[config.mk]
export PLATFORM = sky130hd
export DESIGN_NAME = uip_top
export DESIGN_NICKNAME = d
export VERILOG_FILES = /design/src/uip_pkg.sv /design/src/uip_sticky.sv /design/src/uip_top.sv
export VERILOG_INCLUDE_DIRS = /design/src
export SDC_FILE = /design/constraint.sdc
export NUM_CORES = 1
export LEC_CHECK = 0
export ABC_AREA = 1
export BUFFER_PORTS_ARGS = -buffer_cell sky130_fd_sc_hd__buf_2
export CELL_PAD_IN_SITES_DETAIL_PLACEMENT = 1
export CELL_PAD_IN_SITES_GLOBAL_PLACEMENT = 1
export CORE_ASPECT_RATIO = 1.5
export CORE_UTILIZATION = 30
export CTS_CLUSTER_SIZE = 20
export DETAILED_ROUTE_END_ITERATION = 6
export PLACE_DENSITY = 0.72
export SETUP_SLACK_MARGIN = 0.05
export SYNTH_ARGS = -nofsm -noshare
export SYNTH_HDL_FRONTEND = slang
export SYNTH_SLANG_ARGS = --single-unit
[constraint.sdc]
create_clock -name mclk_i -period 4.86 [get_ports mclk_i]
set_input_delay 0.972 -clock mclk_i [delete_from_list [all_inputs] [get_ports mclk_i]]
set_output_delay 0.972 -clock mclk_i [all_outputs]
set_load 0.01 [all_outputs]
[src/uip_params.svh]
// Purpose: constants of the uart interrupt prioritizer
// Assumes: included by its bare name from the top only
// Notes:   offsets are word indices on the plain register port
// Function
// - fifos on and enables 3:0 clear gives polled mode via line status
// - line status bits: data, overrun, char errors, thr empty, all empty
// - rx ready: holding full without fifo, fifo at trigger with fifo
// - tx ready on holding empty or below trigger, also when enabled
// - line status on overrun, char error at head or at fifo entry
// - modem status interrupt when any of modem delta bits 0-3 set
// - enable bits 7:4 writable and active only with enhanced enable
// - rts low to high raises interrupt under auto rts and enable
// - cts low to high raises interrupt under auto cts and enable
// - time-out when timer of four chars plus twelve bits expires
// - xon, xoff, special match raises interrupt, status bit 4
// - wake-up interrupt on leaving sleep, cleared by status read
// - gpio interrupt on enabled asserted input, cleared by level read
// - clearing of line, rx ready, time-out, tx ready, modem sources
// - clearing of xon, xoff, special, rts and cts change sources
// - status 5:0 encodes highest pending source, levels 1 to 7
// - status bit 0 high when nothing pending, also for wake-up
// - status read reports only the top source, others stay queued
// - status bit 5 reports rts or cts change, enhanced only
// - bit 7 is fifo enable, bit 6 differs from it on gpio interrupt
`ifndef UIP_PARAMS_SVH
`define UIP_PARAMS_SVH
`define UIP_OFS_IER      4'h1
`define UIP_OFS_ISR      4'h2
`define UIP_OFS_CTRL     4'h3
`define UIP_OFS_LINE     4'h5
`define UIP_OFS_MODEM    4'h6
`define UIP_OFS_GPOL     4'h7
`define UIP_OFS_GEN      4'h8
`define UIP_RST_BYTE     8'h00
`define UIP_CTRL_FIFO    0
`define UIP_CTRL_EFR     1
`define UIP_CTRL_ARTS    2
`define UIP_CTRL_ACTS    3
`define UIP_CTRL_ERRIN   4
`define UIP_CTRL_WAKE    5
`define UIP_CODE_LINE    6'h06
`define UIP_CODE_TOUT    6'h0C
`define UIP_CODE_RECEIVE_READY_SOURCE   6'h04
`define UIP_CODE_TRANSMIT_READY_SOURCE   6'h02
`define UIP_CODE_MODEM   6'h00
`define UIP_CODE_FLOW    6'h10
`define UIP_CODE_CHG     6'h20
`define UIP_CODE_NONE    6'h01
`define UIP_TOUT_CHARS   8'h04
`define UIP_TOUT_BITS    8'h0C
`endif

[src/uip_pkg.sv]
// Purpose: types of the uart interrupt prioritizer
// Assumes: constants come from the params header
// Notes:   level order follows reported priority
package uip_pkg;
   typedef enum {
      uip_lvl_none,
      uip_lvl_line,
      uip_lvl_tout,
      uip_lvl_receive_ready_source,
      uip_lvl_transmit_ready_source,
      uip_lvl_modem,
      uip_lvl_flow,
      uip_lvl_chg
   } uip_level_type;
   typedef logic [7:0] uip_byte_type;
endpackage : uip_pkg

[src/uip_sticky.sv]
// Purpose: bank of sticky flags, set by events, cleared by accesses
// Assumes: set and clear come from logic on the same clock
// Notes:   a set in the clearing cycle wins, no event is lost
`timescale 1ns/100ps
module uip_sticky #(
   parameter int W = 1
) (
   input  wire logic         mclk_i,
   input  wire logic         resetn_i,
   input  wire logic         ce_i,
   input  wire logic [W-1:0] set_i,
   input  wire logic [W-1:0] clr_i,
   output logic      [W-1:0] q_o
);
   logic [W-1:0] q_d;

   // set beats clear
   assign q_d = set_i | (q_o & ~clr_i);

   always_ff @(posedge mclk_i) begin
      if (!resetn_i) begin
         q_o <= '0;
      end else if (ce_i) begin
         q_o <= q_d;
      end
   end
endmodule : uip_sticky

[src/uip_top.sv]
// Purpose: interrupt enable and prioritized status of a fifo uart
// Assumes: status inputs come from uart logic on mclk_i; cts and gpio
//          are pins and are synchronised here
// Notes:   read data appear one cycle after the read strobe
`include "uip_params.svh"
`timescale 1ns/100ps
module uip_top (
   input  wire logic                 mclk_i,
   input  wire logic                 resetn_i,
   input  wire logic                 ce_i,
   input  wire logic [3:0]           addr_i,
   input  wire uip_pkg::uip_byte_type wdata_i,
   input  wire logic                 wr_i,
   input  wire logic                 rd_i,
   output uip_pkg::uip_byte_type     rdata_o,
   output logic                      irq_o,
   input  wire logic                 rx_data_present_i,
   input  wire logic                 rx_at_trigger_i,
   input  wire logic                 rx_char_in_i,
   input  wire logic                 rhr_read_i,
   input  wire logic                 overrun_i,
   input  wire logic [2:0]           head_err_i,
   input  wire logic                 err_at_head_i,
   input  wire logic                 err_enter_i,
   input  wire logic                 fifo_err_i,
   input  wire logic                 thr_empty_i,
   input  wire logic                 tx_below_trigger_i,
   input  wire logic                 tx_all_empty_i,
   input  wire logic                 thr_write_i,
   input  wire logic                 bit_tick_i,
   input  wire logic [3:0]           char_bits_i,
   input  wire logic [3:0]           modem_delta_i,
   input  wire logic [3:0]           modem_lines_i,
   input  wire logic                 rts_level_i,
   input  wire logic                 cts_pin_i,
   input  wire logic                 xon_match_i,
   input  wire logic                 xoff_match_i,
   input  wire logic                 special_match_i,
   input  wire logic                 wakeup_i,
   input  wire logic [7:0]           gpio_pin_i,
   input  wire logic                 gpio_level_read_i
);
   import uip_pkg::*;

   uip_byte_type  ier_q, ctrl_q, gpol_q, gen_q, rdata_q;
   uip_byte_type  ier_d, isr_val, line_val, rd_mux;
   logic          irq_q;
   logic [1:0]    cts_sync_q;
   logic [15:0]   gpio_sync_q;
   logic          cts_prev_q, rts_prev_q, tx_cond_q;
   logic [7:0]    gpio_prev_q, tout_cnt_q, tout_cnt_d;
   logic [11:0]   flag_q;
   uip_level_type top_lvl;
   logic [5:0]    top_code;

   // decoded accesses
   wire rd_isr   = rd_i && (addr_i == `UIP_OFS_ISR);
   wire rd_line  = rd_i && (addr_i == `UIP_OFS_LINE);
   wire rd_modem = rd_i && (addr_i == `UIP_OFS_MODEM);
   wire wr_ier   = wr_i && (addr_i == `UIP_OFS_IER);
   wire wr_ctrl  = wr_i && (addr_i == `UIP_OFS_CTRL);
   wire wr_gpol  = wr_i && (addr_i == `UIP_OFS_GPOL);
   wire wr_gen   = wr_i && (addr_i == `UIP_OFS_GEN);

   // control bits
   wire fifo_en  = ctrl_q[`UIP_CTRL_FIFO];
   wire efr_en   = ctrl_q[`UIP_CTRL_EFR];
   wire auto_rts = ctrl_q[`UIP_CTRL_ARTS];
   wire auto_cts = ctrl_q[`UIP_CTRL_ACTS];
   wire err_in   = ctrl_q[`UIP_CTRL_ERRIN];
   wire wake_en  = ctrl_q[`UIP_CTRL_WAKE] && efr_en;

   // upper enables only take part with enhanced functions on
   wire [7:0] ier_eff = {ier_q[7:4] & {4{efr_en}}, ier_q[3:0]};

   // upper half only written with enhanced functions on
   assign ier_d = {efr_en ? wdata_i[7:4] : ier_q[7:4],
                   wdata_i[3:0]};

   // sticky flag indices
   localparam int F_LINE = 0;
   localparam int F_TOUT = 1;
   localparam int F_TX   = 2;
   localparam int F_MDM  = 3; // four bits, 3..6
   localparam int F_XON  = 7;
   localparam int F_XOFF = 8;
   localparam int F_SPC  = 9;
   localparam int F_CHG  = 10;
   localparam int F_WAKE = 11;
   logic gpio_pend_q;

   // pin synchronisers, first stage read only by the second
   always_ff @(posedge mclk_i) begin
      if (!resetn_i) begin
         cts_sync_q  <= 2'h0;
         gpio_sync_q <= 16'h0000;
      end else if (ce_i) begin
         cts_sync_q  <= {cts_sync_q[0], cts_pin_i};
         gpio_sync_q <= {gpio_sync_q[7:0], gpio_pin_i};
      end
   end
   wire       cts_s  = cts_sync_q[1];
   wire [7:0] gpio_s = gpio_sync_q[15:8];

   // transmit ready condition per mode
   wire tx_cond = fifo_en ? tx_below_trigger_i : thr_empty_i;
   // gpio: enabled input asserted under chosen polarity
   wire [7:0] gpio_act = (gpio_s ^ gpol_q) & gen_q;
   // overrun memory, the overrun input is only a pulse
   logic ovr_q;

   // register writes and edge history
   always_ff @(posedge mclk_i) begin
      if (!resetn_i) begin
         ier_q       <= `UIP_RST_BYTE;
         ctrl_q      <= `UIP_RST_BYTE;
         gpol_q      <= `UIP_RST_BYTE;
         gen_q       <= `UIP_RST_BYTE;
         cts_prev_q  <= 1'b0;
         rts_prev_q  <= 1'b0;
         tx_cond_q   <= 1'b0;
         gpio_prev_q <= 8'h00;
      end else if (ce_i) begin
         if (wr_ier)  ier_q  <= ier_d;
         if (wr_ctrl) ctrl_q <= wdata_i;
         if (wr_gpol) gpol_q <= wdata_i;
         if (wr_gen)  gen_q  <= wdata_i;
         cts_prev_q  <= cts_s;
         rts_prev_q  <= rts_level_i;
         tx_cond_q   <= tx_cond;
         gpio_prev_q <= gpio_act;
      end
   end

   // enabling with the holding register already empty also raises it
   wire tx_en_rise = wr_ier && ier_d[1] && !ier_q[1] && tx_cond;
   wire tx_set     = (tx_cond && !tx_cond_q) || tx_en_rise;

   // rx ready is a level, it drops as reads take fifo below trigger
   wire rx_ready = fifo_en ? rx_at_trigger_i : rx_data_present_i;

   // line status: overrun at once, char error at head or on entry
   wire line_set = overrun_i ||
                   (err_in ? err_enter_i : err_at_head_i);

   // time-out timer, restarted by each arrival or holding read
   wire [7:0] tout_limit = 8'(`UIP_TOUT_CHARS * {4'h0, char_bits_i})
                         + `UIP_TOUT_BITS;
   wire tout_hold = rx_char_in_i || rhr_read_i ||
                    !rx_data_present_i || !fifo_en;
   wire tout_fire = !tout_hold && bit_tick_i &&
                    (tout_cnt_q != tout_limit) &&
                    (8'(tout_cnt_q + 8'h01) == tout_limit);
   always_comb begin
      tout_cnt_d = tout_cnt_q;
      if (tout_hold) begin
         tout_cnt_d = 8'h00;
      end else if (bit_tick_i && tout_cnt_q != tout_limit) begin
         tout_cnt_d = 8'(tout_cnt_q + 8'h01);
      end
   end
   // timer count, frozen once it reaches the limit
   always_ff @(posedge mclk_i) begin
      if (!resetn_i) begin
         tout_cnt_q <= 8'h00;
      end else if (ce_i) begin
         tout_cnt_q <= tout_cnt_d;
      end
   end

   // flow-control change edges
   wire rts_rise = auto_rts && rts_level_i && !rts_prev_q;
   wire cts_rise = auto_cts && cts_s && !cts_prev_q;

   wire       gpio_set = |(gpio_act & ~gpio_prev_q);

   // priority encoding of enabled pending sources
   wire p_line  = flag_q[F_LINE] && ier_eff[2];
   wire p_tout  = flag_q[F_TOUT] && ier_eff[0];
   wire p_receive_ready_source = rx_ready && ier_eff[0];
   wire p_tx    = flag_q[F_TX] && ier_eff[1];
   wire p_modem = (|flag_q[F_MDM+3:F_MDM]) && ier_eff[3];
   wire p_flow  = (|flag_q[F_SPC:F_XON]) && ier_eff[5];
   wire p_chg   = flag_q[F_CHG] && (ier_eff[6] || ier_eff[7]);
   wire p_wake  = flag_q[F_WAKE] && wake_en;
   wire any_lvl = p_line || p_tout || p_receive_ready_source || p_tx ||
                  p_modem || p_flow || p_chg;
   wire any_pend = any_lvl || p_wake || gpio_pend_q;

   // highest level wins, lower ones keep waiting
   always_comb begin
      top_lvl  = uip_lvl_none;
      top_code = `UIP_CODE_NONE;
      if (p_line) begin
         top_lvl  = uip_lvl_line;
         top_code = `UIP_CODE_LINE;
      end else if (p_tout) begin
         top_lvl  = uip_lvl_tout;
         top_code = `UIP_CODE_TOUT;
      end else if (p_receive_ready_source) begin
         top_lvl  = uip_lvl_receive_ready_source;
         top_code = `UIP_CODE_RECEIVE_READY_SOURCE;
      end else if (p_tx) begin
         top_lvl  = uip_lvl_transmit_ready_source;
         top_code = `UIP_CODE_TRANSMIT_READY_SOURCE;
      end else if (p_modem) begin
         top_lvl  = uip_lvl_modem;
         top_code = `UIP_CODE_MODEM;
      end else if (p_flow) begin
         top_lvl  = uip_lvl_flow;
         top_code = `UIP_CODE_FLOW;
      end else if (p_chg) begin
         top_lvl  = uip_lvl_chg;
         top_code = `UIP_CODE_CHG;
      end
   end

   // status byte: fifo flag, gpio flag relative to it, code
   assign isr_val = {fifo_en, fifo_en ^ gpio_pend_q, top_code};
   // line status for polled use, errors from the holding position
   assign line_val = {fifo_err_i, tx_all_empty_i, thr_empty_i,
                      head_err_i, ovr_q,
                      rx_data_present_i};

   // status read only clears what it reported
   wire isr_tx   = rd_isr && (top_lvl == uip_lvl_transmit_ready_source);
   wire isr_flow = rd_isr && (top_lvl == uip_lvl_flow);
   wire isr_wake = rd_isr && (top_lvl == uip_lvl_none);

   // one bit per sticky source
   wire [11:0] f_set = {wakeup_i, rts_rise || cts_rise,
                        special_match_i, xoff_match_i, xon_match_i,
                        modem_delta_i, tx_set, tout_fire, line_set};
   wire [11:0] f_clr = {isr_wake, rd_modem,
                        isr_flow || rx_char_in_i, isr_flow, isr_flow,
                        {4{rd_modem}}, isr_tx || thr_write_i,
                        rhr_read_i, rd_line};

   uip_sticky #(
      .W (12)
   ) u_flags (
      .mclk_i   (mclk_i),
      .resetn_i (resetn_i),
      .ce_i     (ce_i),
      .set_i    (f_set),
      .clr_i    (f_clr),
      .q_o      (flag_q)
   );

   uip_sticky #(
      .W (1)
   ) u_gpio (
      .mclk_i   (mclk_i),
      .resetn_i (resetn_i),
      .ce_i     (ce_i),
      .set_i    (gpio_set),
      .clr_i    (gpio_level_read_i),
      .q_o      (gpio_pend_q)
   );

   // overrun stays visible until line status is read
   uip_sticky #(
      .W (1)
   ) u_ovr (
      .mclk_i   (mclk_i),
      .resetn_i (resetn_i),
      .ce_i     (ce_i),
      .set_i    (overrun_i),
      .clr_i    (rd_line),
      .q_o      (ovr_q)
   );

   // read data select, unmapped offsets read zero
   assign rd_mux = (addr_i == `UIP_OFS_IER)   ? ier_q :
                   (addr_i == `UIP_OFS_ISR)   ? isr_val :
                   (addr_i == `UIP_OFS_CTRL)  ? ctrl_q :
                   (addr_i == `UIP_OFS_LINE)  ? line_val :
                   (addr_i == `UIP_OFS_MODEM) ?
                      {modem_lines_i, flag_q[F_MDM+3:F_MDM]} :
                   (addr_i == `UIP_OFS_GPOL)  ? gpol_q :
                   (addr_i == `UIP_OFS_GEN)   ? gen_q : 8'h00;

   // read data and interrupt line, both registered
   always_ff @(posedge mclk_i) begin
      if (!resetn_i) begin
         rdata_q <= 8'h00;
         irq_q   <= 1'b0;
      end else if (ce_i) begin
         rdata_q <= rd_i ? rd_mux : 8'h00;
         irq_q   <= any_pend;
      end
   end
   assign rdata_o = rdata_q;
   assign irq_o   = irq_q;
endmodule : uip_top

* After elaboration in Yosys (flattened, before gate mapping)
Index checks and enable logic that the tools add are counted.
Storage, ports and cells: bits in registers 92, input bits 60, output and inout bits 9, word-level logic and storage cells 138
Cells by class: add/subtract/negate cells 2, equality and inequality tests 11, muxes and demuxes 27, bitwise logic cells 15, reductions and logical operators 66
Operators by type and width (number):
- two-way mux 8 bit | 10
- equality test 32 x 4 -> 1 bit (second input constant) | 2
- two-way mux 6 bit | 7
- zero test 32 bit | 1
- logical AND 1 bit | 31
- two-way mux 3 bit | 7
- logical OR 1 bit | 17
- bitwise AND 8 bit | 2
- bitwise AND 12 bit | 1
- equality test 4 x 3 -> 1 bit (second input constant) | 3
- NOT 12 bit | 1
- OR 12 bit | 1
- AND reduction 2 bit | 5
- adder 8 x 1 -> 8 bit (second input constant) | 1
- equality test 4 x 2 -> 1 bit (second input constant) | 2
- equality test 8 x 7 -> 1 bit | 1
- != test 8 x 7 -> 1 bit | 1
- NOT 8 bit | 1
- OR reduction 8 bit | 1
- XOR 8 bit | 1
- adder 6 x 4 -> 7 bit (second input constant) | 1
- zero test 1 bit | 7
- bitwise AND 4 bit | 1
- equality test 4 x 1 -> 1 bit (second input constant) | 1
- other kinds (10) | 15

* Longest topological paths before layout
Gate-level depths: netlist of run 1.
depth after elaboration 16, depth in mapped cells 15, gate-level depth less buffers 15

* Cells and area by module
A second synthesis of run 1 with hierarchy kept.
Second synthesis, totals: cells, all modules 726, area total of the unflattened synthesis 4712.0 um^2
Modules (own cells, without submodules):
- uip_top | times used 1, cells each 650, area an instance 4159.0 um^2, sequential area each 1561.5 um^2
- uip_sticky (u_flags) | times used 1, cells each 64, area an instance 465.4 um^2, sequential area each 240.2 um^2
- uip_sticky (u_gpio ...) | times used 2, cells each 6, area an instance 43.8 um^2, sequential area each 20.0 um^2

* Worst setup path after synthesis of run 1
OpenSTA, ideal clock, no wires.
kind input to register, start point in char_bits_i[0], end point reg tout_cnt_q[3], library setup time 0.128 ns, arrival 2.097 ns, data required time 4.732 ns, path slack 2.635 ns, cell stages on the path 13, path buffers 0, cell sequence inv_1 -> ha_1 -> nand2_1 -> o21a_1 -> nand3_1 -> nor2_1 -> nand2_1 -> nand2_1 -> nand2_2 -> nand2_4 -> nand2_1 -> nand2_1 -> nor2_1
Between the ends: word-level cells in the longest chain between the ends 5
Ends and longest elaborated chain:
- start, declared | line uip_top.sv:31 | input wire logic [3:0] char_bits_i,
- adder 6 x 4 -> 7 bit (no line)
- != test 8 x 7 -> 1 bit | line uip_top.sv:158 | end else if (bit_tick_i && tout_cnt_q != tout_limit) begin
- logical AND 1 bit | line uip_top.sv:158
- nonzero test 2 bit (no line)
- AND reduction 2 bit (no line)
- end signal, assigned | line uip_top.sv:167 | tout_cnt_q <= tout_cnt_d;
- end, declared | line uip_top.sv:51 | logic [7:0] gpio_prev_q, tout_cnt_q, tout_cnt_d;
No other way between the ends. A chain may end at the register's enable or synchronous reset.

* Final worst setup path of run 1
start point in ce_i, end point reg ctrl_q[1]
Between the ends: word-level cells in the longest chain between the ends 1
Ends and longest elaborated chain:
- start, declared | line uip_top.sv:10 | input wire logic ce_i,
- AND reduction 2 bit (no line)
- end signal, assigned | line uip_top.sv:116 | ctrl_q <= `UIP_RST_BYTE;
- end signal, assigned | line uip_top.sv:125 | if (wr_ctrl) ctrl_q <= wdata_i;
- end, declared | line uip_top.sv:45 | uip_byte_type ier_q, ctrl_q, gpol_q, gen_q, rdata_q;
No other way between the ends.

==> key figures, run 1 <==
Outcome
  • Status: complete, no violations

STA
  • Slew @ Worst Pin: 0.830 ns
  • Slack of the critical path: 2.39 ns
  • RSZ-0062 raised after global routing: false
  • Fin Clk Skew: 0.00900 ns
  • Relative slew slack: 44.4%
  • Count of pins over their slew limit: 0
  • Final hold viol count: 0
  • TNS Setup: 0 ns
  • Final setup violation count: 0
  • Tcrit/Tclk final: 50.9%
  • Maximum clock rate: 0.405 GHz
  • Min Clock Period, post-route: 2.47 ns

Yosys
  • Synth cell count leaders: 211 x nand2_1, 119 x nor2_1, 92 x dfxtp_1
  • #FFs+latches synth: 92
  • Yosys cell types: 32
  • Avg Cell Area, Syn: 6.28 µm²
  • Post-Synthesis Cells: 761
  • Area leader, netlist: dfxtp_1
  • Async set-reset flop share out of synthesis: 0%
  • Post-synth top area share: 38.5%
  • Top-count cell post-synth: nand2_1
  • Net Count, Synth: 825
  • Syn. warnings: 0
  • Register area share after synthesis: 38.5%
  • Post-synth EDFFs: 0
  • Mapped cell area: 4780 µm²
  • Top cells by area, synth: dfxtp_1 39%, nand2_1 17%, nor2_1 9.3%, a21oi_1 6.7%, nand3_1 6.7%
  • Top_reg_cell synth: dfxtp_1

Clock network
  • CTS tree: done
  • CTS resizes: 0
  • Hold-fix buffers, CTS: 0
  • Total CTS buffers: 9
  • H-tree depth: 3
  • Worst-Skew Late Latency: 0.35 ns
  • CTS Root Cell: clkbuf_16
  • Longest Clk Path Bufs: 2
  • Clock slew at the register clock pins of the worst setup and hold paths: 0.07 ns
  • Post-CTS Setup Bufs: 0
  • Num Clock Sinks: 92

Finish
  • Fin nets: 882
  • Non-filler instance count after layout: 1,026
  • Ant diodes: 0
  • Area added between synthesis and finish: 16.6%
  • Share of layout cells above drive strength 1: 13.2%

Worst setup path
  • End point of the critical path: ctrl_q[1]
  • Critical path startpoint: ce_i
  • Type of the worst setup path: in2reg
  • Launching point of the worst reg2reg path: ctrl_q[0]
  • Critical Path AT: 2.70 ns
  • CP startpoint kind: input pin
  • Crit. End Element: register
  • FF-to-FF End: tout_cnt_q[7]
  • CP max FO: 55
  • CP required: 5.09 ns
  • Internal reg-to-reg setup slack: 3.05 ns
  • FF-to-FF path depth: 9

Die
  • Initial Utilization: 30.6%
  • Die height: 157 µm
  • Total core area: 15,600 µm²
  • Die area: 16,500 µm²
  • Site Rows: 56
  • Die Wd: 105 µm
  • IO Pins: 69

Global routing
  • Initial antenna violation count: 0
  • Total track usage: 20.0%
  • Largest net degree at the start of global routing: 56
  • Global-route wire length before repair: 25,500 µm
  • GR Overflow Total: 0
  • Vias in the first global route: 5,112

Hold path
  • Hold Path Depth: 2
  • Worst hold path class: reg2reg

Pwr
  • Clock Power Share: 41.1%
  • Part of the power in registers: 47.8%
  • Reported net switching power: 0.000467 W
  • Max IR drop VDD: 0.132 mV
  • Cell area power density: 301 nW/µm²
  • Leak Pwr: 2.55 nW
  • Overall power: 0.00168 W
  • Pint: 0.00121 W
  • Gate power share: 11.1%
  • Switching fraction of total power: 27.8%

Placement
  • HPWL Detailed: 11,900 µm
  • Gpl congestion: 0.863
  • IO buf count: 68
  • Dpl cells: 1,010
  • Worst slack, placed: 2.01 ns

Detailed routing
  • DR vias: 5,054
  • Routed WL: 15,700 µm
  • Routed wire length per instance: 15.3 µm
  • DRT Pass-1 Iters: 4
  • Drt via density: 4.93
  • Routed Antenna Nets: 0
  • Initial DRC Count: 256
  • DRC violations left: 0

Flow run
  • Max-cap violations: 0
-- cells by family after synthesis --
logic type,Yosys count,share of synthesized area (%)
simple gates,416,35.6
flops,92,38.5
compound gates,143,15.9
buf+inv,103,8.40
fa+ha+maj,4,1.05
xor+xnor,3,0.550
-- how the worst min path moves through the flow --
stage	from	end
floorplan	cts_prev_q	cts_prev_q
global placement	cts_prev_q	cts_prev_q
detailed placement	rdata_o[1]	rdata_o[1]
CTS	rdata_o[1]	rdata_o[1]
global route	gpio_prev_q[7]	gpio_prev_q[7]
finish	rdata_o[1]	rdata_o[1]
-- state kept, by name (all words and copies together) (netlist names), 2 cells and up --
name	count
gpio_sync_q	16
u_flags.q_o	12
ctrl_q	8
gen_q	8
gpio_prev_q	8
gpol_q	8
ier_q	8
rdata_o	8
tout_cnt_q	8
cts_sync_q	2
-- critical path, stage by stage --
cell and delay [ns]:
buf_2 0.09, buf_4 0.46, nand2_1 0.19, clkinv_1 0.32
nand2_1 0.31, o21ai_0 0.27, a21oi_1 0.06
-- layout make-up --
type                            count  area, µm²
Inverter                           77        289
Sequential cell                    92       1840
Timing Repair Buffer               72        370
Multi-Input combinational cell    566       2540
Fill cell                        2058      10000
Tap cell                          203        254
Clock inverter                      6       45.0
Clock buffer                       10        239
-- power by group through the flow --
stage                     clock [W]  sequential (W)  combinational, W
after global placement            0        0.000820          0.000185
after global routing       0.000738        0.000806          0.000214
final                      0.000691        0.000803          0.000186
after detailed placement          0        0.000821          0.000188
after CTS                  0.000705        0.000803          0.000190
after floorplan                   0        0.000814          0.000116
-- metrics by stage --
stage	hold slack (ns)	instance area (µm²)	utilization, %
floorplan	0.433	4780	-
global placement	0.449	5290	33.9
detailed placement	0.456	5290	33.9
CTS	0.467	5580	35.7
global route	0.487	5580	35.7
finish	0.464	5580	35.7
-- metal layers --
metal | GRT usage, % | wire (µm)
met1 | 22.4 | 6610
met2 | 37.6 | 8230
met3 | 2.96 | 438
met4 | 7.91 | 405
met5 | 0 | 0
-- placed cells by master (no fill, tap or decap), types with 5 or more instances in the layout --
master,count
dfxtp_1,92
inv_1,67
nand2_1,211
nor2_1,119
a21oi_1,64
nand3_1,64
buf_2,68
a211oi_1,6
o21ai_0,61
clkbuf_16,9
inv_2,8
or2_2,5
Power figures use the tool's default switching activity.
==> run 2, diff against run 1 <==
--- a/config.mk
+++ b/config.mk
@@ -14,7 +14,7 @@
 export CORE_UTILIZATION = 30
 export CTS_CLUSTER_SIZE = 20
 export DETAILED_ROUTE_END_ITERATION = 6
-export PLACE_DENSITY = 0.72
+export PLACE_DENSITY = 0.74
 export SETUP_SLACK_MARGIN = 0.05
 export SYNTH_ARGS = -nofsm -noshare
 export SYNTH_HDL_FRONTEND = slang
==> constraint.sdc (replaced) <==
create_clock -name mclk_i -period 2.2 [get_ports mclk_i]
set_input_delay 0.44 -clock mclk_i [delete_from_list [all_inputs] [get_ports mclk_i]]
set_output_delay 0.44 -clock mclk_i [all_outputs]
set_load 0.01 [all_outputs]
==> run 2 against run 1 <==
  * Register-to-register slack lost 2.6 ns
  * Wire length increased by 0.33%
  * Flip-flop and latch count unchanged
  * Final area is 1.8% higher
  * Critical path depth rose by 2
  * Die area unchanged
  * Combinational power is 130% higher
  * Clock skew is 0.0019 ns higher
  * Worst hold slack got worse by 0.16 ns
  * Highest routed layer unchanged
==> key figures, run 2 (synthesized netlist as in run 1, its figures left out) <==
Finish
  • Fin nets: 892
  • Share of layout cells above drive strength 1: 14.3%
  • Design Area, Final: 5680 µm²
  • Ant diodes: 0
  • Top reg by flops: gpio_sync_q
  • Commonest non-fill, non-tap cell in the layout: nand2_1
  • Highest-count cells in the layout ignoring fill and taps: 211 x nand2_1, 119 x nor2_1, 92 x dfxtp_1
  • Post-Route Utilization: 36.3%
  • Largest registers: gpio_sync_q: 16 flops, u_flags.q_o: 12 flops
  • Area added between synthesis and finish: 18.8%
  • Max reg flops: 16

Clock network
  • Num Clock Sinks: 92
  • Post-CTS Setup Bufs: 0
  • CTS tree: done
  • Total CTS buffers: 9
  • Longest Clk Path Bufs: 2
  • Worst-Skew Late Latency: 0.36 ns
  • Clock slew at the register clock pins of the worst setup and hold paths: 0.08 ns
  • H-tree depth: 3
  • CTS Root Cell: clkbuf_16
  • CTS resizes: 0
  • Hold-fix buffers, CTS: 0

STA
  • Tcrit/Tclk final: 80.5%
  • Final hold viol count: 0
  • Fin Clk Skew: 0.0109 ns
  • RSZ-0062 raised after global routing: false
  • Maximum clock rate: 0.565 GHz
  • Slack of the critical path: 0.430 ns
  • Final setup violation count: 0
  • Min Clock Period, post-route: 1.77 ns
  • Slew @ Worst Pin: 0.443 ns
  • WHS: 0.302 ns
  • Relative slew slack: 70.4%
  • Count of pins over their slew limit: 0
  • TNS Setup: 0 ns

Worst setup path
  • CP required: 2.48 ns
  • FF-to-FF path depth: 9
  • CP Depth: 9
  • Type of the worst setup path: reg2reg
  • Crit-path most repeated cell: nand3_1
  • CP startpoint kind: register
  • Critical Path AT: 2.05 ns
  • CP max FO: 7
  • Crit. End Element: register
  • CP max-delay cell: dfxtp_1
  • Crit-path max cell delay: 0.38 ns
  • CP bufs+invs: 0
  • Cell class contributing the biggest share of worst-path delay: simple AND/OR/NAND/NOR gates
  • CP Cell Sequence: ha_1 -> or2_2 -> nand3_1 -> nand2_1 -> nor2_1 -> nand3_1 -> nor2_1 -> nand3_1 -> a21oi_1

Detailed routing
  • Drt via density: 4.94
  • Routed WL: 15,700 µm
  • DR vias: 5,122
  • DRT Pass-1 Iters: 5
  • Routed wire length per instance: 15.2 µm
  • DRC violations left: 0
  • Initial DRC Count: 197
  • Routed Antenna Nets: 0

Global routing
  • Largest net degree at the start of global routing: 50
  • GR Overflow Total: 0
  • Global-route wire length before repair: 26,000 µm
  • Vias in the first global route: 5,177
  • Total track usage: 20.1%
  • Initial antenna violation count: 0

Die
  • Site Rows: 56
  • Total core area: 15,600 µm²
  • IO Pins: 69
  • Initial Utilization: 30.6%
  • Die Wd: 105 µm
  • Die area: 16,500 µm²
  • Die height: 157 µm

Pwr
  • Max IR drop VDD: 0.308 mV
  • Reported net switching power: 0.00108 W
  • Pint: 0.00269 W
  • Part of the power in registers: 47.1%
  • Cell area power density: 663 nW/µm²
  • Switching fraction of total power: 28.6%
  • Gate power share: 11.3%
  • Leak Pwr: 2.61 nW
  • Clock Power Share: 41.6%

Hold path
  • Worst hold path class: in2reg
  • Hold Path Depth: 3

Outcome
  • Status: complete, no violations

Placement
  • Gpl congestion: 0.867
  • Dpl cell area: 5380 µm²
  • IO buf count: 68
  • Worst slack, placed: 0.101 ns
  • HPWL Detailed: 12,100 µm

Flow run
  • Max-cap violations: 0
==> run 2: cell count changes in the layout (fill, tap and decap cells not counted) <==
cell / before / now
inv_8: 0 / 2
buf_4: 4 / 13
clkinv_8: 0 / 1
buf_12: 0 / 1
clkinv_2: 2 / 0
clkbuf_8: 1 / 0
==> run 2: final timing paths <==
| kind | start | end | slack, ns |
|---|---|---|---|
| worst max-delay path | tout_cnt_q[0] | u_flags.q_o[1] | 0.43 |
| worst min-delay path | gpio_pin_i[5] | gpio_sync_q[5] | 0.30 |
| worst max register to register | tout_cnt_q[0] | u_flags.q_o[1] | 0.43 |
| worst min register to register | cts_prev_q | cts_prev_q | 0.46 |
==> run 2: power by group through the flow <==
stage | sequential (W) | combinational (W) | clock [W]
5_1_grt | 0.00178 | 0.000484 | 0.00169
2_1_floorplan | 0.00180 | 0.000256 | 0
3_5_place_dp | 0.00181 | 0.000426 | 0
4_1_cts | 0.00178 | 0.000429 | 0.00161
3_3_place_gp | 0.00181 | 0.000417 | 0
6_report | 0.00177 | 0.000426 | 0.00157
==> run 2: metal layers <==
layer,track usage (%),share of wire [%],routed length [µm],vias to the layer above
met5,0,0,0,-
met4,5.90,1.6,257,0
met3,2.67,3.4,536,19
met2,37.7,51,8080,99
met1,23.7,44,6860,2427
li1,-,-,-,2577
==> run 2: cell type report <==
type,instances,area (µm²)
Tap cell,203,254
Fill cell,2076,9950
Clock buffer,9,225
Clock inverter,7,73.8
Inverter,77,289
Timing Repair Buffer,82,458
Sequential cell,92,1840
Multi-Input combinational cell,566,2540
==> run 2: worst min-delay path, cell delays in order <==
cell and delay (ns):
buf_2 0.08, nor2_1 0.03, nor2_1 0.08
==> run 2: metrics by stage <==
| stage | instances | total power, W |
|---|---|---|
| 6_report | 1036 | 0.00377 |
| 5_1_grt | 1036 | 0.00396 |
| 4_1_cts | 1036 | 0.00381 |
| 3_5_place_dp | 1020 | 0.00224 |
| 3_3_place_gp | 1020 | 0.00223 |
| 2_1_floorplan | 761 | 0.00205 |
